### src/xbw_map.svh
// Register offsets, field positions, reset values and timing counts of the wait-state block
`ifndef XBW_MAP_SVH
`define XBW_MAP_SVH

// ----------------------------------------------------------------
// Register offsets (byte addresses on the register bus)
// ----------------------------------------------------------------
`define XBW_CFG_OFS 8'h00
`define XBW_STATUS_OFS 8'h04

// ----------------------------------------------------------------
// Wait-state configuration fields
// ----------------------------------------------------------------
`define XBW_LOW_PROG_LSB 0
`define XBW_HIGH_PROG_LSB 3
`define XBW_DATA_LSB 6
`define XBW_IO_LSB 9
`define XBW_CFG_BITS 12
`define XBW_CFG_RESET 12'hfff

// ----------------------------------------------------------------
// Status fields
// ----------------------------------------------------------------
`define XBW_ST_BUSY_BIT 0
`define XBW_ST_READY_BIT 1
`define XBW_ST_MODE_BIT 2
`define XBW_ST_ROM_BIT 3
`define XBW_ST_SPACE_LSB 4
`define XBW_ST_CNT_LSB 8

// ----------------------------------------------------------------
// Address map and timing
// ----------------------------------------------------------------
`define XBW_PROG_HALF_BIT 15
`define XBW_CFG_IO_ADDR 16'hffff
`define XBW_ROM_TOP 16'h3fff
`define XBW_CYCLE_DIV 2

`endif

### src/xbw_pkg.sv
// Types shared by the external bus wait-state block
package xbw_pkg;

    typedef enum logic [1:0] {
        XBW_SPACE_PROG,
        XBW_SPACE_DATA,
        XBW_SPACE_IO,
        XBW_SPACE_NONE
    } xbw_space_e;

    typedef enum logic [1:0] {
        XBW_IDLE,
        XBW_ACCESS,
        XBW_TURN
    } xbw_state_e;

endpackage

### src/xbw_cycle_div.sv
// CPU cycle divider: one-cycle enable pulse and the cycle clock driven out
`timescale 1ns/10ps
`include "xbw_map.svh"
module xbw_cycle_div #(
    parameter int DIV = `XBW_CYCLE_DIV
) (
    // Clock and reset
    input wire logic clk_i,
    input wire logic rst_i,
    // Cycle timing
    output logic cyc_en_o,
    output logic cyc_clk_o
);
    logic [7:0] cnt_q, cnt_d;
    logic en_q, en_d;
    logic clk_q, clk_d;

    always_comb begin
        cnt_d = (cnt_q == 8'(DIV - 1)) ? 8'h00 : cnt_q + 8'h01;
        en_d = (cnt_q == 8'(DIV - 1));
        // High for the first half of each CPU cycle
        clk_d = (cnt_d < 8'(DIV / 2)) || (DIV == 1);
    end

    always_ff @(posedge clk_i) begin
        if (rst_i) begin
            cnt_q <= 8'h00;
            en_q <= 1'b0;
            clk_q <= 1'b0;
        end else begin
            cnt_q <= cnt_d;
            en_q <= en_d;
            clk_q <= clk_d;
        end
    end

    assign cyc_en_o = en_q;
    assign cyc_clk_o = clk_q;
endmodule

### src/xbw_regs.sv
// Wishbone register slave holding the wait-state configuration and showing status
`timescale 1ns/10ps
`include "xbw_map.svh"
module xbw_regs (
    // Clock and reset
    input wire logic clk_i,
    input wire logic rst_i,
    // Wishbone slave
    input wire logic wb_cyc_i,
    input wire logic wb_stb_i,
    input wire logic wb_we_i,
    input wire logic [7:0] wb_adr_i,
    input wire logic [3:0] wb_sel_i,
    input wire logic [31:0] wb_dat_i,
    output logic [31:0] wb_dat_o,
    output logic wb_ack_o,
    // Configuration write from the I/O space side
    input wire logic io_we_i,
    input wire logic [15:0] io_wdata_i,
    // Block state
    input wire logic [15:0] status_i,
    output logic [`XBW_CFG_BITS-1:0] cfg_o
);
    logic [`XBW_CFG_BITS-1:0] cfg_q, cfg_d;
    logic [31:0] dat_q, dat_d;
    logic ack_q, ack_d;
    logic req;

    function automatic logic [15:0] merge_bytes(input logic [15:0] old_v, input logic [31:0] new_v,
                                                input logic [3:0] sel);
        logic [15:0] r;
        r = old_v;
        if (sel[0]) begin
            r[7:0] = new_v[7:0];
        end
        if (sel[1]) begin
            r[15:8] = new_v[15:8];
        end
        return r;
    endfunction

    always_comb begin
        logic [15:0] wide;
        wide = 16'h0000;
        req = wb_cyc_i && wb_stb_i && !ack_q;
        cfg_d = cfg_q;
        dat_d = 32'h0000_0000;
        ack_d = req;
        // The register bus wins when both sides write in one cycle
        if (io_we_i) begin
            cfg_d = io_wdata_i[`XBW_CFG_BITS-1:0];
        end
        if (req && wb_we_i && wb_adr_i == `XBW_CFG_OFS) begin
            wide = merge_bytes({4'h0, cfg_q}, wb_dat_i, wb_sel_i);
            cfg_d = wide[`XBW_CFG_BITS-1:0];
        end
        if (req && !wb_we_i) begin
            unique case (wb_adr_i)
                `XBW_CFG_OFS: dat_d = {20'h00000, cfg_q};
                `XBW_STATUS_OFS: dat_d = {16'h0000, status_i};
                default: dat_d = 32'h0000_0000;
            endcase
        end
    end

    always_ff @(posedge clk_i) begin
        if (rst_i) begin
            cfg_q <= `XBW_CFG_RESET;
            dat_q <= 32'h0000_0000;
            ack_q <= 1'b0;
        end else begin
            cfg_q <= cfg_d;
            dat_q <= dat_d;
            ack_q <= ack_d;
        end
    end

    assign wb_dat_o = dat_q;
    assign wb_ack_o = ack_q;
    assign cfg_o = cfg_q;
endmodule

### src/xbw_top.sv
// External memory interface with programmable and ready-driven wait states
//
// The Wishbone interface to the registers and the register addresses were decided locally.
`timescale 1ns/10ps
`include "xbw_map.svh"
module xbw_top
    import xbw_pkg::*;
#(
    parameter int CYCLE_DIV = `XBW_CYCLE_DIV,
    parameter logic [15:0] ROM_TOP = `XBW_ROM_TOP,
    parameter logic [15:0] CFG_IO_ADDR = `XBW_CFG_IO_ADDR
) (
    // Clock and reset
    input wire logic clk_i,
    input wire logic rst_i,
    // Wishbone register slave
    input wire logic wb_cyc_i,
    input wire logic wb_stb_i,
    input wire logic wb_we_i,
    input wire logic [7:0] wb_adr_i,
    input wire logic [3:0] wb_sel_i,
    input wire logic [31:0] wb_dat_i,
    output logic [31:0] wb_dat_o,
    output logic wb_ack_o,
    // CPU access request
    input wire logic cpu_req_i,
    input wire logic [1:0] cpu_space_i,
    input wire logic cpu_we_i,
    input wire logic [15:0] cpu_addr_i,
    input wire logic [15:0] cpu_wdata_i,
    output logic cpu_done_o,
    output logic [15:0] cpu_rdata_o,
    output logic rom_hit_o,
    // External bus pins
    output logic [15:0] ext_addr_o,
    output logic [15:0] ext_data_o,
    output logic ext_data_oe_o,
    input wire logic [15:0] ext_data_i,
    output logic read_n_o,
    output logic write_enable_n_o,
    output logic external_access_strobe_n_o,
    output logic program_select_n_o,
    output logic data_space_select_n_o,
    output logic io_space_select_n_o,
    output logic read_not_write_o,
    input wire logic ready_i,
    // Mode and clock
    input wire logic boot_memory_mode_select_i,
    output logic onchip_rom_enable_o,
    output logic cpu_cycle_clock_out_o
);
    // ----------------------------------------------------------------
    // CPU cycle timing
    // ----------------------------------------------------------------
    logic cyc_en;
    logic cyc_clk;

    xbw_cycle_div #(
        .DIV(CYCLE_DIV)
    ) u_div (
        .clk_i(clk_i),
        .rst_i(rst_i),
        .cyc_en_o(cyc_en),
        .cyc_clk_o(cyc_clk)
    );

    // ----------------------------------------------------------------
    // Registers
    // ----------------------------------------------------------------
    logic [`XBW_CFG_BITS-1:0] cfg;
    logic [15:0] status;
    logic cfg_we_q, cfg_we_d;
    logic [15:0] cfg_wdata_q, cfg_wdata_d;

    xbw_regs u_regs (
        .clk_i(clk_i),
        .rst_i(rst_i),
        .wb_cyc_i(wb_cyc_i),
        .wb_stb_i(wb_stb_i),
        .wb_we_i(wb_we_i),
        .wb_adr_i(wb_adr_i),
        .wb_sel_i(wb_sel_i),
        .wb_dat_i(wb_dat_i),
        .wb_dat_o(wb_dat_o),
        .wb_ack_o(wb_ack_o),
        .io_we_i(cfg_we_q),
        .io_wdata_i(cfg_wdata_q),
        .status_i(status),
        .cfg_o(cfg)
    );

    // Wait count for a space; program space splits on the top address bit
    function automatic logic [2:0] wait_for(input logic [1:0] space, input logic [15:0] addr,
                                            input logic [`XBW_CFG_BITS-1:0] c);
        logic [2:0] w;
        w = 3'h0;
        if (space == XBW_SPACE_PROG && !addr[`XBW_PROG_HALF_BIT]) begin
            w = c[`XBW_LOW_PROG_LSB +: 3];
        end else if (space == XBW_SPACE_PROG) begin
            w = c[`XBW_HIGH_PROG_LSB +: 3];
        end else if (space == XBW_SPACE_DATA) begin
            w = c[`XBW_DATA_LSB +: 3];
        end else if (space == XBW_SPACE_IO) begin
            w = c[`XBW_IO_LSB +: 3];
        end
        return w;
    endfunction

    // ----------------------------------------------------------------
    // Access sequencer
    // ----------------------------------------------------------------
    xbw_state_e state_q, state_d;
    logic [2:0] cnt_q, cnt_d;
    logic [1:0] space_q, space_d;
    logic done_q, done_d;
    logic [15:0] rdata_q, rdata_d;
    logic rom_hit_q, rom_hit_d;
    logic [15:0] addr_q, addr_d;
    logic [15:0] wdata_q, wdata_d;
    logic oe_q, oe_d;
    logic rd_n_q, rd_n_d;
    logic we_n_q, we_n_d;
    logic external_access_strobe_n_q, external_access_strobe_n_d;
    logic ps_n_q, ps_n_d;
    logic ds_n_q, ds_n_d;
    logic is_n_q, is_n_d;
    logic rnw_q, rnw_d;
    logic rom_en_q, rom_en_d;
    logic clk_out_q;
    logic cfg_hit;
    logic rom_hit;
    logic micro_mode;

    // Pin high is microprocessor mode: on-chip ROM off
    assign micro_mode = boot_memory_mode_select_i;
    assign cfg_hit = cpu_space_i == XBW_SPACE_IO && cpu_addr_i == CFG_IO_ADDR;
    assign rom_hit = cpu_space_i == XBW_SPACE_PROG && !micro_mode && cpu_addr_i <= ROM_TOP;

    always_comb begin
        state_d = state_q;
        cnt_d = cnt_q;
        space_d = space_q;
        done_d = 1'b0;
        rdata_d = rdata_q;
        rom_hit_d = 1'b0;
        addr_d = addr_q;
        wdata_d = wdata_q;
        oe_d = oe_q;
        rd_n_d = rd_n_q;
        we_n_d = we_n_q;
        external_access_strobe_n_d = external_access_strobe_n_q;
        ps_n_d = ps_n_q;
        ds_n_d = ds_n_q;
        is_n_d = is_n_q;
        rnw_d = rnw_q;
        cfg_we_d = 1'b0;
        cfg_wdata_d = cfg_wdata_q;
        rom_en_d = !micro_mode;
        unique case (state_q)
            XBW_IDLE: begin
                if (cyc_en && cpu_req_i) begin
                    if (cfg_hit) begin
                        // Configuration lives in I/O space but never leaves the chip
                        cfg_we_d = cpu_we_i;
                        cfg_wdata_d = cpu_wdata_i;
                        rdata_d = {4'h0, cfg};
                        done_d = 1'b1;
                        state_d = XBW_TURN;
                    end else if (rom_hit) begin
                        // On-chip ROM answers; writes to it are dropped
                        rom_hit_d = 1'b1;
                        done_d = 1'b1;
                        state_d = XBW_TURN;
                    end else if (cpu_space_i != XBW_SPACE_NONE) begin
                        space_d = cpu_space_i;
                        cnt_d = wait_for(cpu_space_i, cpu_addr_i, cfg);
                        addr_d = cpu_addr_i;
                        wdata_d = cpu_wdata_i;
                        oe_d = cpu_we_i;
                        rd_n_d = cpu_we_i;
                        we_n_d = !cpu_we_i;
                        external_access_strobe_n_d = 1'b0;
                        rnw_d = !cpu_we_i;
                        ps_n_d = cpu_space_i != XBW_SPACE_PROG;
                        ds_n_d = cpu_space_i != XBW_SPACE_DATA;
                        is_n_d = cpu_space_i != XBW_SPACE_IO;
                        state_d = XBW_ACCESS;
                    end else begin
                        done_d = 1'b1;
                        state_d = XBW_TURN;
                    end
                end
            end
            XBW_ACCESS: begin
                if (cyc_en) begin
                    if (cnt_q != 3'h0) begin
                        cnt_d = cnt_q - 3'h1;
                    end else if (ready_i) begin
                        rdata_d = rnw_q ? ext_data_i : rdata_q;
                        done_d = 1'b1;
                        oe_d = 1'b0;
                        rd_n_d = 1'b1;
                        we_n_d = 1'b1;
                        external_access_strobe_n_d = 1'b1;
                        ps_n_d = 1'b1;
                        ds_n_d = 1'b1;
                        is_n_d = 1'b1;
                        rnw_d = 1'b1;
                        state_d = XBW_TURN;
                    end
                end
            end
            XBW_TURN: begin
                // One idle CPU cycle lets the requester drop its request
                if (cyc_en) begin
                    state_d = XBW_IDLE;
                end
            end
            default: begin
                state_d = XBW_IDLE;
            end
        endcase
    end

    always_ff @(posedge clk_i) begin
        if (rst_i) begin
            state_q <= XBW_IDLE;
            cnt_q <= 3'h0;
            space_q <= XBW_SPACE_NONE;
            done_q <= 1'b0;
            rdata_q <= 16'h0000;
            rom_hit_q <= 1'b0;
            addr_q <= 16'h0000;
            wdata_q <= 16'h0000;
            oe_q <= 1'b0;
            rd_n_q <= 1'b1;
            we_n_q <= 1'b1;
            external_access_strobe_n_q <= 1'b1;
            ps_n_q <= 1'b1;
            ds_n_q <= 1'b1;
            is_n_q <= 1'b1;
            rnw_q <= 1'b1;
            cfg_we_q <= 1'b0;
            cfg_wdata_q <= 16'h0000;
            rom_en_q <= 1'b0;
            clk_out_q <= 1'b0;
        end else begin
            state_q <= state_d;
            cnt_q <= cnt_d;
            space_q <= space_d;
            done_q <= done_d;
            rdata_q <= rdata_d;
            rom_hit_q <= rom_hit_d;
            addr_q <= addr_d;
            wdata_q <= wdata_d;
            oe_q <= oe_d;
            rd_n_q <= rd_n_d;
            we_n_q <= we_n_d;
            external_access_strobe_n_q <= external_access_strobe_n_d;
            ps_n_q <= ps_n_d;
            ds_n_q <= ds_n_d;
            is_n_q <= is_n_d;
            rnw_q <= rnw_d;
            cfg_we_q <= cfg_we_d;
            cfg_wdata_q <= cfg_wdata_d;
            rom_en_q <= rom_en_d;
            clk_out_q <= cyc_clk;
        end
    end

    // ----------------------------------------------------------------
    // Status and outputs
    // ----------------------------------------------------------------
    always_comb begin
        status = 16'h0000;
        status[`XBW_ST_BUSY_BIT] = state_q != XBW_IDLE;
        status[`XBW_ST_READY_BIT] = ready_i;
        status[`XBW_ST_MODE_BIT] = micro_mode;
        status[`XBW_ST_ROM_BIT] = rom_en_q;
        status[`XBW_ST_SPACE_LSB +: 2] = space_q;
        status[`XBW_ST_CNT_LSB +: 3] = cnt_q;
    end

    assign cpu_done_o = done_q;
    assign cpu_rdata_o = rdata_q;
    assign rom_hit_o = rom_hit_q;
    assign ext_addr_o = addr_q;
    assign ext_data_o = wdata_q;
    assign ext_data_oe_o = oe_q;
    assign read_n_o = rd_n_q;
    assign write_enable_n_o = we_n_q;
    assign external_access_strobe_n_o = external_access_strobe_n_q;
    assign program_select_n_o = ps_n_q;
    assign data_space_select_n_o = ds_n_q;
    assign io_space_select_n_o = is_n_q;
    assign read_not_write_o = rnw_q;
    assign onchip_rom_enable_o = rom_en_q;
    assign cpu_cycle_clock_out_o = clk_out_q;
endmodule

### config.mk
export PLATFORM = sky130hd
export DESIGN_NAME = xbw_top
export DESIGN_NICKNAME = d
export VERILOG_FILES = /design/src/xbw_pkg.sv /design/src/xbw_cycle_div.sv /design/src/xbw_regs.sv /design/src/xbw_top.sv
export VERILOG_INCLUDE_DIRS = /design/src /design/src/src
export SDC_FILE = /design/constraint.sdc
export NUM_CORES = 1
export LEC_CHECK = 0
export ABC_AREA = 1
export BUFFER_PORTS_ARGS = -buffer_cell sky130_fd_sc_hd__buf_2
export CAP_MARGIN = 20
export CELL_PAD_IN_SITES_DETAIL_PLACEMENT = 1
export CELL_PAD_IN_SITES_GLOBAL_PLACEMENT = 2
export CORE_MARGIN = 2
export CORE_UTILIZATION = 24
export CTS_BUF_LIST = sky130_fd_sc_hd__clkbuf_8
export DETAILED_ROUTE_END_ITERATION = 16
export PLACE_DENSITY_LB_ADDON = 0.15
export SLEW_MARGIN = 20
export SYNTH_ARGS = -nofsm -noshare
export SYNTH_HDL_FRONTEND = slang
export SYNTH_SLANG_ARGS = --single-unit
### constraint.sdc
create_clock -name clk_i -period 1.5 [get_ports clk_i]
set_input_delay 0.225 -clock clk_i [delete_from_list [all_inputs] [get_ports clk_i]]
set_output_delay 0.225 -clock clk_i [all_outputs]
set_load 0.01 [all_outputs]
* After elaboration in Yosys (flattened, before gate mapping)
Index checks and enable logic that the tools add are counted.
Storage, ports and cells: memories 0, bits in writable memories 0, bits in latches 0, ROM bits 0, bits of input ports 103, register bits 134, output and inout port bits 93
Operators by class: muxes and demuxes 79, bitwise operators 5, shift operators 0, equality and inequality tests 23, add/sub/neg operators 2, order comparisons 2, $mul 0, divide/modulo/power cells 0, reduce and logical (&&, ||, !) cells 34
Operators by type and width (count):
- 16-bit 2-to-1 mux | 6
- 1-bit 2-to-1 mux | 38
- 16-bit one-hot mux with 2 select lines | 1
- 3-bit 2-to-1 mux | 10
- 2-bit inequality test, second input constant | 13
- 12-bit 2-to-1 mux | 2
- 12-bit one-hot mux with 2 select lines | 1
- 16-bit equality test, second input constant | 1
- 16-bit by 14-bit less-or-equal comparator with 1-bit output, second input constant | 1
- 2-bit 2-to-1 mux | 8
- 8-bit 2-to-1 mux | 2
- 1-bit one-hot mux with 2 select lines | 8
- 7-bit AND reduction | 2
- 1-bit logical AND | 10
- 5-bit AND reduction | 2
- 8-bit by 1-bit adder with 8-bit output, second input constant | 1
- 8-bit by 1-bit equality test with 1-bit output, second input constant | 1
- 8-bit by 3-bit equality test with 1-bit output, second input constant | 1
- 8-bit zero test | 1
- 8-bit by 1-bit less-than comparator with 1-bit output, second input constant | 1
- 8-bit AND reduction | 1
- 2-bit nonzero test | 4
- 4-bit OR reduction | 2
- 2-bit by 1-bit inequality test with 1-bit output, second input constant | 3
- other kinds (13) | 25

* Depth between registers and ports, before layout
Gate-level depths: netlist of the first run.
depth after elaboration 10, mapped depth 11

* Cells and area by module
Synthesis of the first run repeated with hierarchy kept, for this count alone.
Unflattened totals: cells, all modules 831, area, all modules 5749.3 um2
Modules (own cells, without submodules):
- xbw_top | sequential area each 1661.6 um2, area each 3831.2 um2, cells each 567, instances 1
- xbw_regs | sequential area each 580.6 um2, area each 1408.9 um2, cells each 193, instances 1
- xbw_cycle_div | sequential area each 200.2 um2, area each 509.2 um2, cells each 71, instances 1

* Worst setup path after synthesis of the first run
OpenSTA, ideal clock, no wires.
path type register to register, start point register cnt_q[0], end point register rdata_q[15], in the netlist cpu_rdata_o[15], path slack 0.064 ns, stages on the path, launching flop included 11, arrival 1.323 ns, data required time 1.387 ns, period minus slack after synthesis 1.436 ns, path through dfxtp_1 -> inv_1 -> ha_1 -> nand2_1 -> nand2_2 -> nand3_2 -> nor3_2 -> nand2_4 -> buf_4 -> o21ai_1 -> nor2_1
On the way: longest elaborated chain between the ends 3
Ends and longest elaborated chain:
- start: declaration | RTL line xbw_top.sv:113 | logic [2:0] cnt_q, cnt_d;
- start signal: assignment | RTL line xbw_top.sv:249 | cnt_q <= cnt_d;
- 3-bit nonzero test | RTL line xbw_top.sv:196 | if (cnt_q != 3'h0) begin
- 2-bit inequality test (no line)
- 7-bit AND reduction (no line)
- end signal: assignment | RTL line xbw_top.sv:252 | rdata_q <= rdata_d;
- end: declaration | RTL line xbw_top.sv:116 | logic [15:0] rdata_q, rdata_d;
Every way passes these cells. A chain may end at the register's enable or synchronous reset.

* Worst setup path in the final report of the first run
start point register state_q[0], end point register rdata_q[15], in the netlist cpu_rdata_o[15]
On the way: longest elaborated chain between the ends 3
Ends and longest elaborated chain:
- start: declaration | RTL line xbw_top.sv:112 | xbw_state_e state_q, state_d;
- start signal: assignment | RTL line xbw_top.sv:248 | state_q <= state_d;
- 2-bit by 1-bit equality test with 1-bit output or 2-bit zero test (tied branches) | RTL line xbw_top.sv:159 | unique case (state_q)
- 2-bit inequality test (no line), or another cell as far along
- 7-bit AND reduction (no line)
Parallel ways exist; a longest one is shown, timed or not.

==> results.txt, run 1 <==
The first detailed-routing pass ran for 4 iterations. For the antenna diode instance count, the log shows 0. In the final layout, the share of cells above drive strength 1 is 35.2%. The maximum fanout along the worst path came out at 8. Counting tap cells, the placed design contains a total of 1250 instances. The total congestion overflow is 0.

Clock tree synthesis selected as its root buffer the cell clkbuf_8. Setup repair after global routing could not meet its margin everywhere. The number of antenna-violating nets in the routed design came out at 0.

The design draws 0.00742 W. Using the TritonRoute via totals, the vias-per-cell ratio works out to 4.11. The worst setup path is launched from a flop.

The area enclosed by the die boundary is 0.0232 mm². The mean area per synthesized cell is 6.81 µm². The clock sink count is 114. dfxtp_1 takes more of the synthesized area than any other cell.

The routed design could run at a clock period as short as 1.48 ns. The cell count after synthesis came out at 775. The logs give 1304 for the final instance count without filler cells and 5373 for the number of global-route vias before repair. The worst path uses 98.8% of the clock period. The aggregate global-route resource usage was 15.4%. The number of hold-slack violations in the final timing report is 0.

At the end of routability-driven placement, the weighted congestion stood at 0.725. The mapped netlist covers 0.00528 mm². Category of the critical setup timing path: reg2reg. The die is 152 µm tall. The worst-case vdd ir drop was 0.000501 V; the total power per unit cell area was 955 mW/mm². The TritonCTS buffer count came out at 17. Summing the sequential cell areas from Yosys gives 43.2% of the chip area. The tools report the max-slew violation count as 0. The clock passes through at most 2 buffers. The fmax came out at 674 MHz. Detailed placement finished with a half-perimeter wire length of 13000 µm. Counting the fill cells in the layout gives 2756.

The run gives 43.1% as the sequential cell fraction of total power. Endpoint class of the critical path: a flop. The wire length of the first global-routing pass was 28600 µm.

In this run the standard cell core region covers 0.0217 mm². The tools report the data arrival time of the critical path as 1.82 ns. The worst hold path belongs to the class in2reg. The run gives 0.00542 W as the cell-internal power. After clock tree synthesis, the clock-pin slew on the worst setup and hold paths is 0.07 ns.

Net switching is 27.0% of the power. Summed over its instances, the top area cell type makes up 43.2% of the synthesized netlist area. The logs give 0.00200 W for the switching power total and 42.3% for the clock network fraction of design power.

In this run the core area contains 54 standard-cell rows. The share of total power dissipated in combinational logic is 14.7%. Counting flops and latches in the post-synthesis netlist gives 114. Effective utilization at floorplan: 24.3%. Count of flip-flops with a built-in enable after synthesis: 0.

The max-cap violation count was 0; the pin count of the biggest net entering global routing was 36. Of all flip-flops after synthesis, the portion carrying an async set or reset was 0%. Setup violations remaining at the end of the flow were counted as 0.

The port buffer count was 153. In the routed design, unresolved DRC markers number 0. Setup total negative slack on the finished layout was measured at 0 ns.

For the number of antenna violations at the first check in global routing, the log shows 1. The tools report the number of nets in the layout as 1119. TritonCTS built the clock tree. Utilization after layout: 35.8%. For this block, the initial DRC count from the detailed router was 132.

Relative to the synthesized area, the layout overhead comes to 47.2%. The commonest non-fill, non-tap cell in the layout was nand2_1. The H-tree generated during clock tree synthesis spans 4 levels. For the final wirelength, the log shows 17900 µm.

Sorting the synthesized cells by area gives the leading types as dfxtp_1 (43%), nand2_1 (14%), nor2_1 (10%), inv_1 (6.2%), nand3_1 (5.2%). For the worst setup path, the data required time is 1.84 ns. The worst-skew pair later-pin latency is 0.44 ns.

The number of warnings printed during yosys synthesis came out at 0. The top cell types in the final layout, fill and taps aside, are nand2_1 (191), buf_2 (153), nor2_1 (131). The combined area of the multi-input logic cells is 0.00273 mm², and the detailed-route wire length per cell is 13.7 µm. Detailed routing inserted a total of 5364 vias. The width of the die works out to 152 µm. The run finished with clean final reports.

The analysis attributes to cell leakage a power of 4.01 nW. The run gives 0.0115 ns as the setup skew after layout. Most instantiated flip-flop cell in the synthesis netlist: dfxtp_1. Across the whole layout, storage elements account for 0.00229 mm². In this run the count of I/O pins placed on the die edge is 196.

Number of unique standard cell types used by synthesis: 36.
## state kept, by name, summed over array words and instances, names as in the netlist, 2 cells and up
register / flops
cnt_q: 3
cfg_wdata_q: 12
u_regs.wb_dat_o: 12
state_q: 2
u_div.cnt_q: 8
ext_addr_o: 16
cpu_rdata_o: 16
space_q: 2
ext_data_o: 16
u_regs.cfg_o: 12
## worst max-delay path, stage by stage, from the launching register on
cell	delay [ns]
dfxtp_2	0.33
buf_6	0.12
nor2_4	0.18
nand2_2	0.09
nand3_4	0.09
nor3_4	0.05
buf_6	0.14
nand2_8	0.13
clkinv_8	0.10
nor2_1	0.09
nor2_1	0.05
## per-stage QoR
stage,worst slack (ns),area [µm²],hold WS [ns]
after floorplan,0.0635,5350,0.297
after global placement,-0.142,6790,0.400
after detailed placement,-0.163,6790,0.400
after CTS,-0.0408,7450,0.000637
after global routing,-0.0910,7770,0.0165
final,0.0173,7770,0.0301
## synthesized netlist by cell type, types with 2 or more instances
library cell,count
nor2_4,4
dfxtp_1,114
nand4_2,2
buf_2,6
clkbuf_1,18
nand3_1,55
nand3_2,2
inv_1,87
o21ai_1,10
a21oi_1,27
or2_0,8
or2_2,6
nand2_1,199
nor4_1,2
nand2_2,4
nand4_1,9
nor2_2,2
nor2_1,145
ha_1,4
buf_4,22
buf_6,5
o21ai_0,28
nor3_1,3
## cell type report
class / count / share of cell area, %
Multi-Input combinational cell: 542 / 35.1
Sequential cell: 114 / 29.5
Timing Repair Buffer: 247 / 20.8
Tap cell: 280 / 4.51
Inverter: 89 / 4.46
Clock buffer: 21 / 3.72
Clock inverter: 10 / 1.71
Timing Repair inverter: 1 / 0.209
## logic make-up (layout without fill, tap and decap cells)
group	Yosys count	in the layout	synth area share (%)
other cells	1	20	0.0710
xor+xnor	2	2	0.332
simple gates	447	449	36.5
flops	114	114	43.2
buf+inv	140	368	12.4
fa+ha+maj	4	4	0.948
compound gates	67	67	6.45
## layer usage
layer	track usage (%)	up-vias	wire, µm
met5	0	-	0
met1	21.0	2388	8750
li1	-	2830	-
met3	4.75	17	1130
met2	23.3	129	7760
met4	4.67	0	226
## power by group through the flow
stage | Clock (W) | Sequential (W) | Combinational (W)
finish | 0.00314 | 0.00320 | 0.00109
global route | 0.00338 | 0.00321 | 0.00123
CTS | 0.00327 | 0.00319 | 0.00106
detailed placement | 0 | 0.00326 | 0.000970
global placement | 0 | 0.00326 | 0.000963
floorplan | 0 | 0.00330 | 0.000488
## final timing paths
kind	startpoint	endpoint	slack [ns]	cells past startpoint
worst min register to register	u_div.cyc_clk_o$_SDFF_PP0_	cpu_cycle_clock_out_o$_SDFF_PP0_	0.41	2
worst max-delay path	state_q[0]$_SDFFE_PP0P_	cpu_rdata_o[15]$_SDFFE_PP0P_	0.02	10
worst min-delay path	cpu_wdata_i[8]	ext_data_o[8]$_SDFFE_PP0P_	0.03	3
worst max register to register	state_q[0]$_SDFFE_PP0P_	cpu_rdata_o[15]$_SDFFE_PP0P_	0.02	10
## what timing repair did
action,in CTS,in global routing
gates cloned,4,2
buffers inserted,5,5
pin swaps,10,17
hold buffers,7,0
setup endpoints to repair,33,67
resized for setup,36,75
hold endpoints to repair,7,0
Power figures use the tool's default switching activity.
==> run 2, diff against run 1 <==
BUFFER_PORTS_ARGS = -buffer_cell sky130_fd_sc_hd__clkbuf_2   (was -buffer_cell sky130_fd_sc_hd__buf_2)
==> run 2 against run 1 <==
Net effect: utilization shrank 1.4 points; worst setup slack got worse by 0.0041 ns; combinational power decreased by 4%; non-clock buffer count down 17; global-route usage shrank 0.10 points; sequential share of layout area increased by 1.2 points; worst hold slack got worse by 0.0018 ns; highest routed layer unchanged.
==> results.txt, run 2 (same netlist as run 1, synthesis figures left out) <==
The total overflow left after global routing is 0. Counting I/O delays and the setup requirement, the final critical path takes 1.49 ns. Wires add up to 17800 µm. Setup total negative slack on the finished layout was measured at 0 ns. After floorplanning, the core was sized to cover 0.0217 mm². For this design the static power due to leakage is 3.87 nW. Setup slack on the critical path of the routed design comes to 0.0132 ns.

In this run the core area contains 54 standard-cell rows. STA classifies the critical path startpoint as a flop. In this run the clock root is driven by a clkbuf_8.

The routability congestion estimate is 0.747. The tools report the instance area at placement as 0.00670 mm². The commonest non-fill, non-tap cell in the layout was nand2_1. In this run the critical register-to-register path is launched from cnt_q[1]$_SDFFE_PP0P_. Setup repair after global routing could not meet its margin everywhere.

At the end of the flow the core is filled with cells to 34.5%. Global routing consumed, over all layers together, 15.3% of the routing resources. The class of the tightest hold or removal check was in2reg. 196 I/O pins were placed. STA puts the critical path data arrival time at 1.83 ns.

Static timing analysis puts the maximum clock frequency at 673 MHz. For the number of global-route vias before repair, the log shows 5328. From bottom edge to top edge, the die measures 152 µm. VDD sags by at most 0.000475 V. The number of nets in the layout was 1102; the fraction of final layout cells sized beyond drive strength 1 was 33.4%. The repair_antennas step left the layout with diodes totalling 0. During placement, the flow inserted port buffers numbering 153. Entering global routing, the biggest net connects 49 pins. The worst path uses 99.1% of the clock period. The first routing iteration left 192 violations.

Prior to clock tree synthesis, the placed netlist has a worst setup slack of -0.140 ns. In the final routed layout, each cell accounts on average for 13.8 µm. Before antenna repair, the detailed router went through 4 iterations. The capturing point of the worst reg2reg path was cpu_rdata_o[4]$_SDFFE_PP0P_.

The run gives 4 as the number of levels in the clock H-tree. The buffer levels on the longest clock path came out at 2. The clock reaches the later pin of the worst-skew pair after 0.44 ns. The critical path in this run is classified as reg2reg. The logs give 0 for the max-slew violation count and 0 for the number of DRC violations after detailed routing. In this run the horizontal extent of the chip is 152 µm. After routing the design area is 0.00748 mm². The worst hold path terminates at ext_addr_o[3]$_SDFFE_PP0P_. Setup violations remaining at the end of the flow were counted as 0.

For the clock sink count, the log shows 114. The first global-routing pass estimated 28200 µm of wire. The clock transition time at the flip-flop clock pins of the worst setup and hold paths works out to 0.08 ns.

The worst hold path passes through 3 cells. The number of antenna-violating nets in the routed design was 0; the maximum fanout along the worst path was 5. The mean number of vias per cell is 4.17, and the effective utilization at floorplan is 24.3%. The minimum setup slack among reg-to-reg paths is 0.01 ns. In the layout the commonest cells are nand2_1 (193), clkbuf_2 (153), nor2_1 (133). In this run the most critical hold path is launched from cpu_addr_i[3]. The clock arrives with 0.0106 ns of skew. Data on the critical path is required at its endpoint by 1.84 ns. The flow ran to the end, and the final reports show no timing, DRC or antenna violations. TritonCTS built the clock tree. The logs give 0 for the number of hold-slack violations in the final timing report and 17 for the TritonCTS buffer count. The relative area change from synthesis to final layout is 41.6%, and the final HPWL from detailed placement is 13000 µm. For the worst flop-to-flop path, the logic depth is 10. The area enclosed by the die boundary is 0.0232 mm², and the max-cap violation count is 0. Detailed routing inserted a total of 5363 vias. The endpoint class of the critical path was a flop. Total power per unit cell area: 930 mW/mm². The number of antenna violations at the first check in global routing came out at 0. Tracing the worst setup path back leads to its startpoint at cnt_q[1]$_SDFFE_PP0P_.
## run 2: cell types whose count changed in the layout (fill, tap and decap cells not counted), sizes merged
cell,previous run,this run
buf,239,71
clkbuf,22,172
clkinv,6,11
bufinv,3,1
clkinvlp,2,1
dlygate4sd3,7,6
inv,89,88
## run 2: metrics by stage
stage / instances / total power, W / hold slack (ns)
3_5_place_dp: 1238 / 0.00420 / 0.400
3_3_place_gp: 1238 / 0.00420 / 0.399
6_report: 1286 / 0.00695 / 0.0284
5_1_grt: 1286 / 0.00736 / 0.0145
4_1_cts: 1282 / 0.00705 / 0.000410
2_1_floorplan: 794 / 0.00378 / 0.297
## run 2: per-layer routing
metal / vias up / routed length [µm] / share of wire [%] / global-route usage, %
met4: 0 / 281 / 1.6 / 4.90
met2: 134 / 7710 / 43 / 23.4
met1: 2415 / 8590 / 48 / 20.3
met3: 16 / 1180 / 6.6 / 5.23
met5: - / 0 / 0 / 0
li1: 2798 / - / - / -
## run 2: cell type report
class | instances | area (µm²)
Fill cell | 2753 | 14200
Multi-Input combinational cell | 542 | 2670
Sequential cell | 114 | 2290
Timing Repair Buffer | 230 | 1450
Tap cell | 280 | 350
Inverter | 89 | 347
Clock buffer | 19 | 262
Clock inverter | 11 | 90.1
Timing Repair inverter | 1 | 16.3
## run 2: where the power goes
group | leakage (nW) | total [W] | internal (W) | switching (W)
Combinational | 2.76 | 0.00105 | 0.000449 | 0.000597
Clock | 0.186 | 0.00271 | 0.00136 | 0.00135
Sequential | 0.926 | 0.00320 | 0.00313 | 0.0000654
## run 2: worst max path at each step
stage	endpoint	slack [ns]
5_1_grt	cpu_rdata_o[9]$_SDFFE_PP0P_	-0.06
4_1_cts	cpu_rdata_o[9]$_SDFFE_PP0P_	-0.04
3_3_place_gp	u_regs.cfg_o[9]$_SDFFE_PP1P_	-0.12
6_report	cpu_rdata_o[4]$_SDFFE_PP0P_	0.01
3_5_place_dp	u_regs.cfg_o[11]$_SDFFE_PP1P_	-0.14
2_1_floorplan	cpu_rdata_o[15]$_SDFFE_PP0P_	0.06
## run 2: worst max-delay path: stages (launching register included)
cell and delay, ns:
dfxtp_2 0.32, inv_2 0.07, ha_4 0.14, nand2_4 0.05, nand2_4 0.07, nand3_4 0.08
nor3_4 0.16, buf_6 0.17, nand2_8 0.11, o21ai_2 0.16, nor2_1 0.05
## run 2: what timing repair did
action / 4_1_cts / 5_1_grt
pin swaps: 20 / 8
endpoints found under the setup margin: 26 / 42
buffers inserted: 4 / 3
hold buffers: 6 / 0
endpoints found under the hold margin: 6 / 0
resized for setup: 38 / 47
cloned: 4 / 1
==> run 3, diff against run 2 <==
==> constraint.sdc (replaced) <==
create_clock -name clk_i -period 1.5 [get_ports clk_i]
set_input_delay 0.15 -clock clk_i [delete_from_list [all_inputs] [get_ports clk_i]]
set_output_delay 0.15 -clock clk_i [all_outputs]
set_load 0.01 [all_outputs]
==> run 3 against run 2 <==
Net effect: cell count increased by 2.6%; maximum frequency about the same; utilization rose by 2.3 points; critical endpoint is now cpu_rdata_o[10]$_SDFFE_PP0P_; sequential power barely moved; clock power increased by 4%; register-to-register slack hardly changed; die area did not move; combinational power up 9.5%; flip-flop and latch count did not move.
==> results.txt, run 3 (same netlist as run 1, synthesis figures left out) <==
The signal on the critical path passes through inv_2 -> ha_4 -> nand2_4 -> nand2_4 -> nand3_4 -> nor3_4 -> buf_6 -> nand2_8 -> o21ai_2 -> nor2_1. The repair_antennas step left the layout with diodes totalling 0. The port buffer count came out at 153. The final HPWL from detailed placement was 13200 µm. Commonest non-fill, non-tap cell in the layout: nand2_1. The fraction of the cycle the final worst path needs came out at 99.1%. The core region is 0.0217 mm². For this run, the total global-route usage over all layers was measured as 15.6%. Number of nets in the layout: 1135.

The worst setup path is of the reg2reg kind. The final-layout fill cell count came out at 2754. At the end of routability-driven placement, the weighted congestion stood at 0.754. The width of the die is 152 µm.

The clock sink count is 114. The setup violation total in the final timing report was 0. The clock passes through at most 2 buffers.

The final route contains 5507 vias. The first global-routing pass estimated 29000 µm of wire. Of the cells placed in the final design, the portion with a size suffix greater than 1 is 33.2%. In the routed layout, each cell is associated on average with a via count of 4.17. Leaving out fill and tap cells, the most frequent cells in the layout are nand2_1 (192), clkbuf_2 (153), nor2_1 (132). In this run the core area contains 54 standard-cell rows. The logs give 24.3% for the effective utilization at floorplan and 18400 µm for the final wirelength. The number of buffers and inverters on the critical path works out to 2. The tools report the pin count of the biggest net entering global routing as 28.

The flow ran to the end, and the final reports show no timing, DRC or antenna violations. The endpoint class of the critical path is a flop. After global routing the overflow that remains totals 0. Setup repair after global routing could not meet its margin everywhere.

After routing the design area is 0.00798 mm². The library cell used as clock root buffer was clkbuf_8. The worst setup path is launched from a flop.

Among the stages of the critical path, the cell type that occurs most often is nand2_4. The vertical die dimension was 152 µm. Registers take 0.00229 mm².

In this design, the largest share of critical-path delay is due to simple AND/OR/NAND/NOR gates. The combined area of the multi-input logic cells was 0.00269 mm²; the total power per unit cell area was 898 mW/mm². The floorplan step defined a die boundary enclosing 0.0232 mm². The number of hold-slack violations in the final timing report is 0. The violation count after the first detailed-routing iteration was 131. The clock period could shrink to 1.49 ns.

The class of the tightest hold or removal check was in2reg. The worst endpoint required time was 1.83 ns. Number of antenna violations at the first check in global routing: 0. The relative area change from synthesis to final layout was 51.2%; the worst-skew pair later-pin latency was 0.44 ns. For the number of global-route vias before repair, the log shows 5632.

Number of DRC violations after detailed routing: 0. Dividing the detail-routed wire length by the instance count gives 14.0 µm. The cell with the biggest individual delay on the critical path is dfxtp_2. In this run the static leakage power is 4.10 nW.

Once detail routing completed, the nets flagged for antenna violations numbered 0. Buffers inserted during clock tree synthesis total 17. After routing, the total negative slack on setup checks comes to 0 ns. The data arrival time of the critical path is 1.81 ns, and the max-cap violation count is 0.

The logs give 4 for the number of levels in the clock H-tree and 0.0101 ns for the setup skew after layout. In this run the worst path has a maximum fanout of 5. VDD sags by at most 0.000510 V. The run gives 0.00672 mm² as the instance area at placement.

TritonCTS built the clock tree. During I/O placement, the number of pins put on the boundary was 196. The run gives 0 as the max-slew violation count.

Delay contributed by the slowest stage of the critical path: 0.33 ns. For this run, the top clock speed supported by timing is 673 MHz. The first TritonRoute pass finished after 6 iterations. The clock transition time at the flip-flop clock pins of the worst setup and hold paths was 0.08 ns.
run 3: worst paths after layout:
check	start	endpoint	slack, ns	cells after the start
setup / recovery	cnt_q[0]$_SDFFE_PP0P_	cpu_rdata_o[10]$_SDFFE_PP0P_	0.01	10
hold / removal	cpu_addr_i[5]	ext_addr_o[5]$_SDFFE_PP0P_	0.03	4
setup reg to reg	cnt_q[0]$_SDFFE_PP0P_	cpu_rdata_o[10]$_SDFFE_PP0P_	0.01	10
hold reg to reg	u_div.cyc_clk_o$_SDFF_PP0_	cpu_cycle_clock_out_o$_SDFF_PP0_	0.41	2
run 3: layout make-up:
cell class / count / share of cell area (%)
Clock inverter: 13 / 1.52
Timing Repair inverter: 1 / 0.204
Timing Repair Buffer: 263 / 24.1
Inverter: 89 / 4.34
Tap cell: 280 / 4.39
Sequential cell: 114 / 28.7
Multi-Input combinational cell: 542 / 33.6
Clock buffer: 18 / 3.10
run 3: worst reg2reg max path: cells and delay by family, from the launching register on:
kind	cells	cell delay [ns]
buffers and inverters	2	0.23
and+or+nand+nor	6	0.53
AOI/OAI and AO/OA	1	0.14
DFF	1	0.33
adders and majority gates	1	0.14
run 3: metrics by stage:
stage | utilization, % | worst slack [ns] | total power, W | hold WS, ns | instances
floorplan | - | 0.0635 | 0.00378 | 0.222 | 794
global placement | 31.0 | -0.0511 | 0.00421 | 0.372 | 1236
detailed placement | 31.0 | -0.0968 | 0.00421 | 0.382 | 1236
CTS | 34.9 | -0.0244 | 0.00724 | 0.00310 | 1308
global route | 36.8 | -0.103 | 0.00759 | 0.0180 | 1320
finish | 36.8 | 0.0141 | 0.00717 | 0.0341 | 1320
run 3: metal layers:
metal  vias to the layer above  global-route usage [%]  wire length (µm)
met5                         -                       0                 0
met4                         0                    4.27               209
met3                        16                    4.75              1050
met2                       131                    25.1              8550
met1                      2494                    20.2              8630
li1                       2866                       -                 -
run 3: report_power, final:
part / total [W] / switching (W) / leakage [nW] / internal [W]
registers: 0.00320 / 0.0000657 / 0.926 / 0.00313
logic: 0.00115 / 0.000616 / 2.98 / 0.000531
clock network: 0.00282 / 0.00134 / 0.196 / 0.00148
total: 0.00717 / 0.00202 / 4.10 / 0.00515
run 3: timing repair:
action                                  4_1_cts  5_1_grt
hold buffers                                 32        0
pin swaps                                    15       22
buffers inserted                              5        6
endpoints found under the setup margin       30       85
gates resized for setup                      36       68
endpoints found under the hold margin        36        0
gates cloned                                  4        6
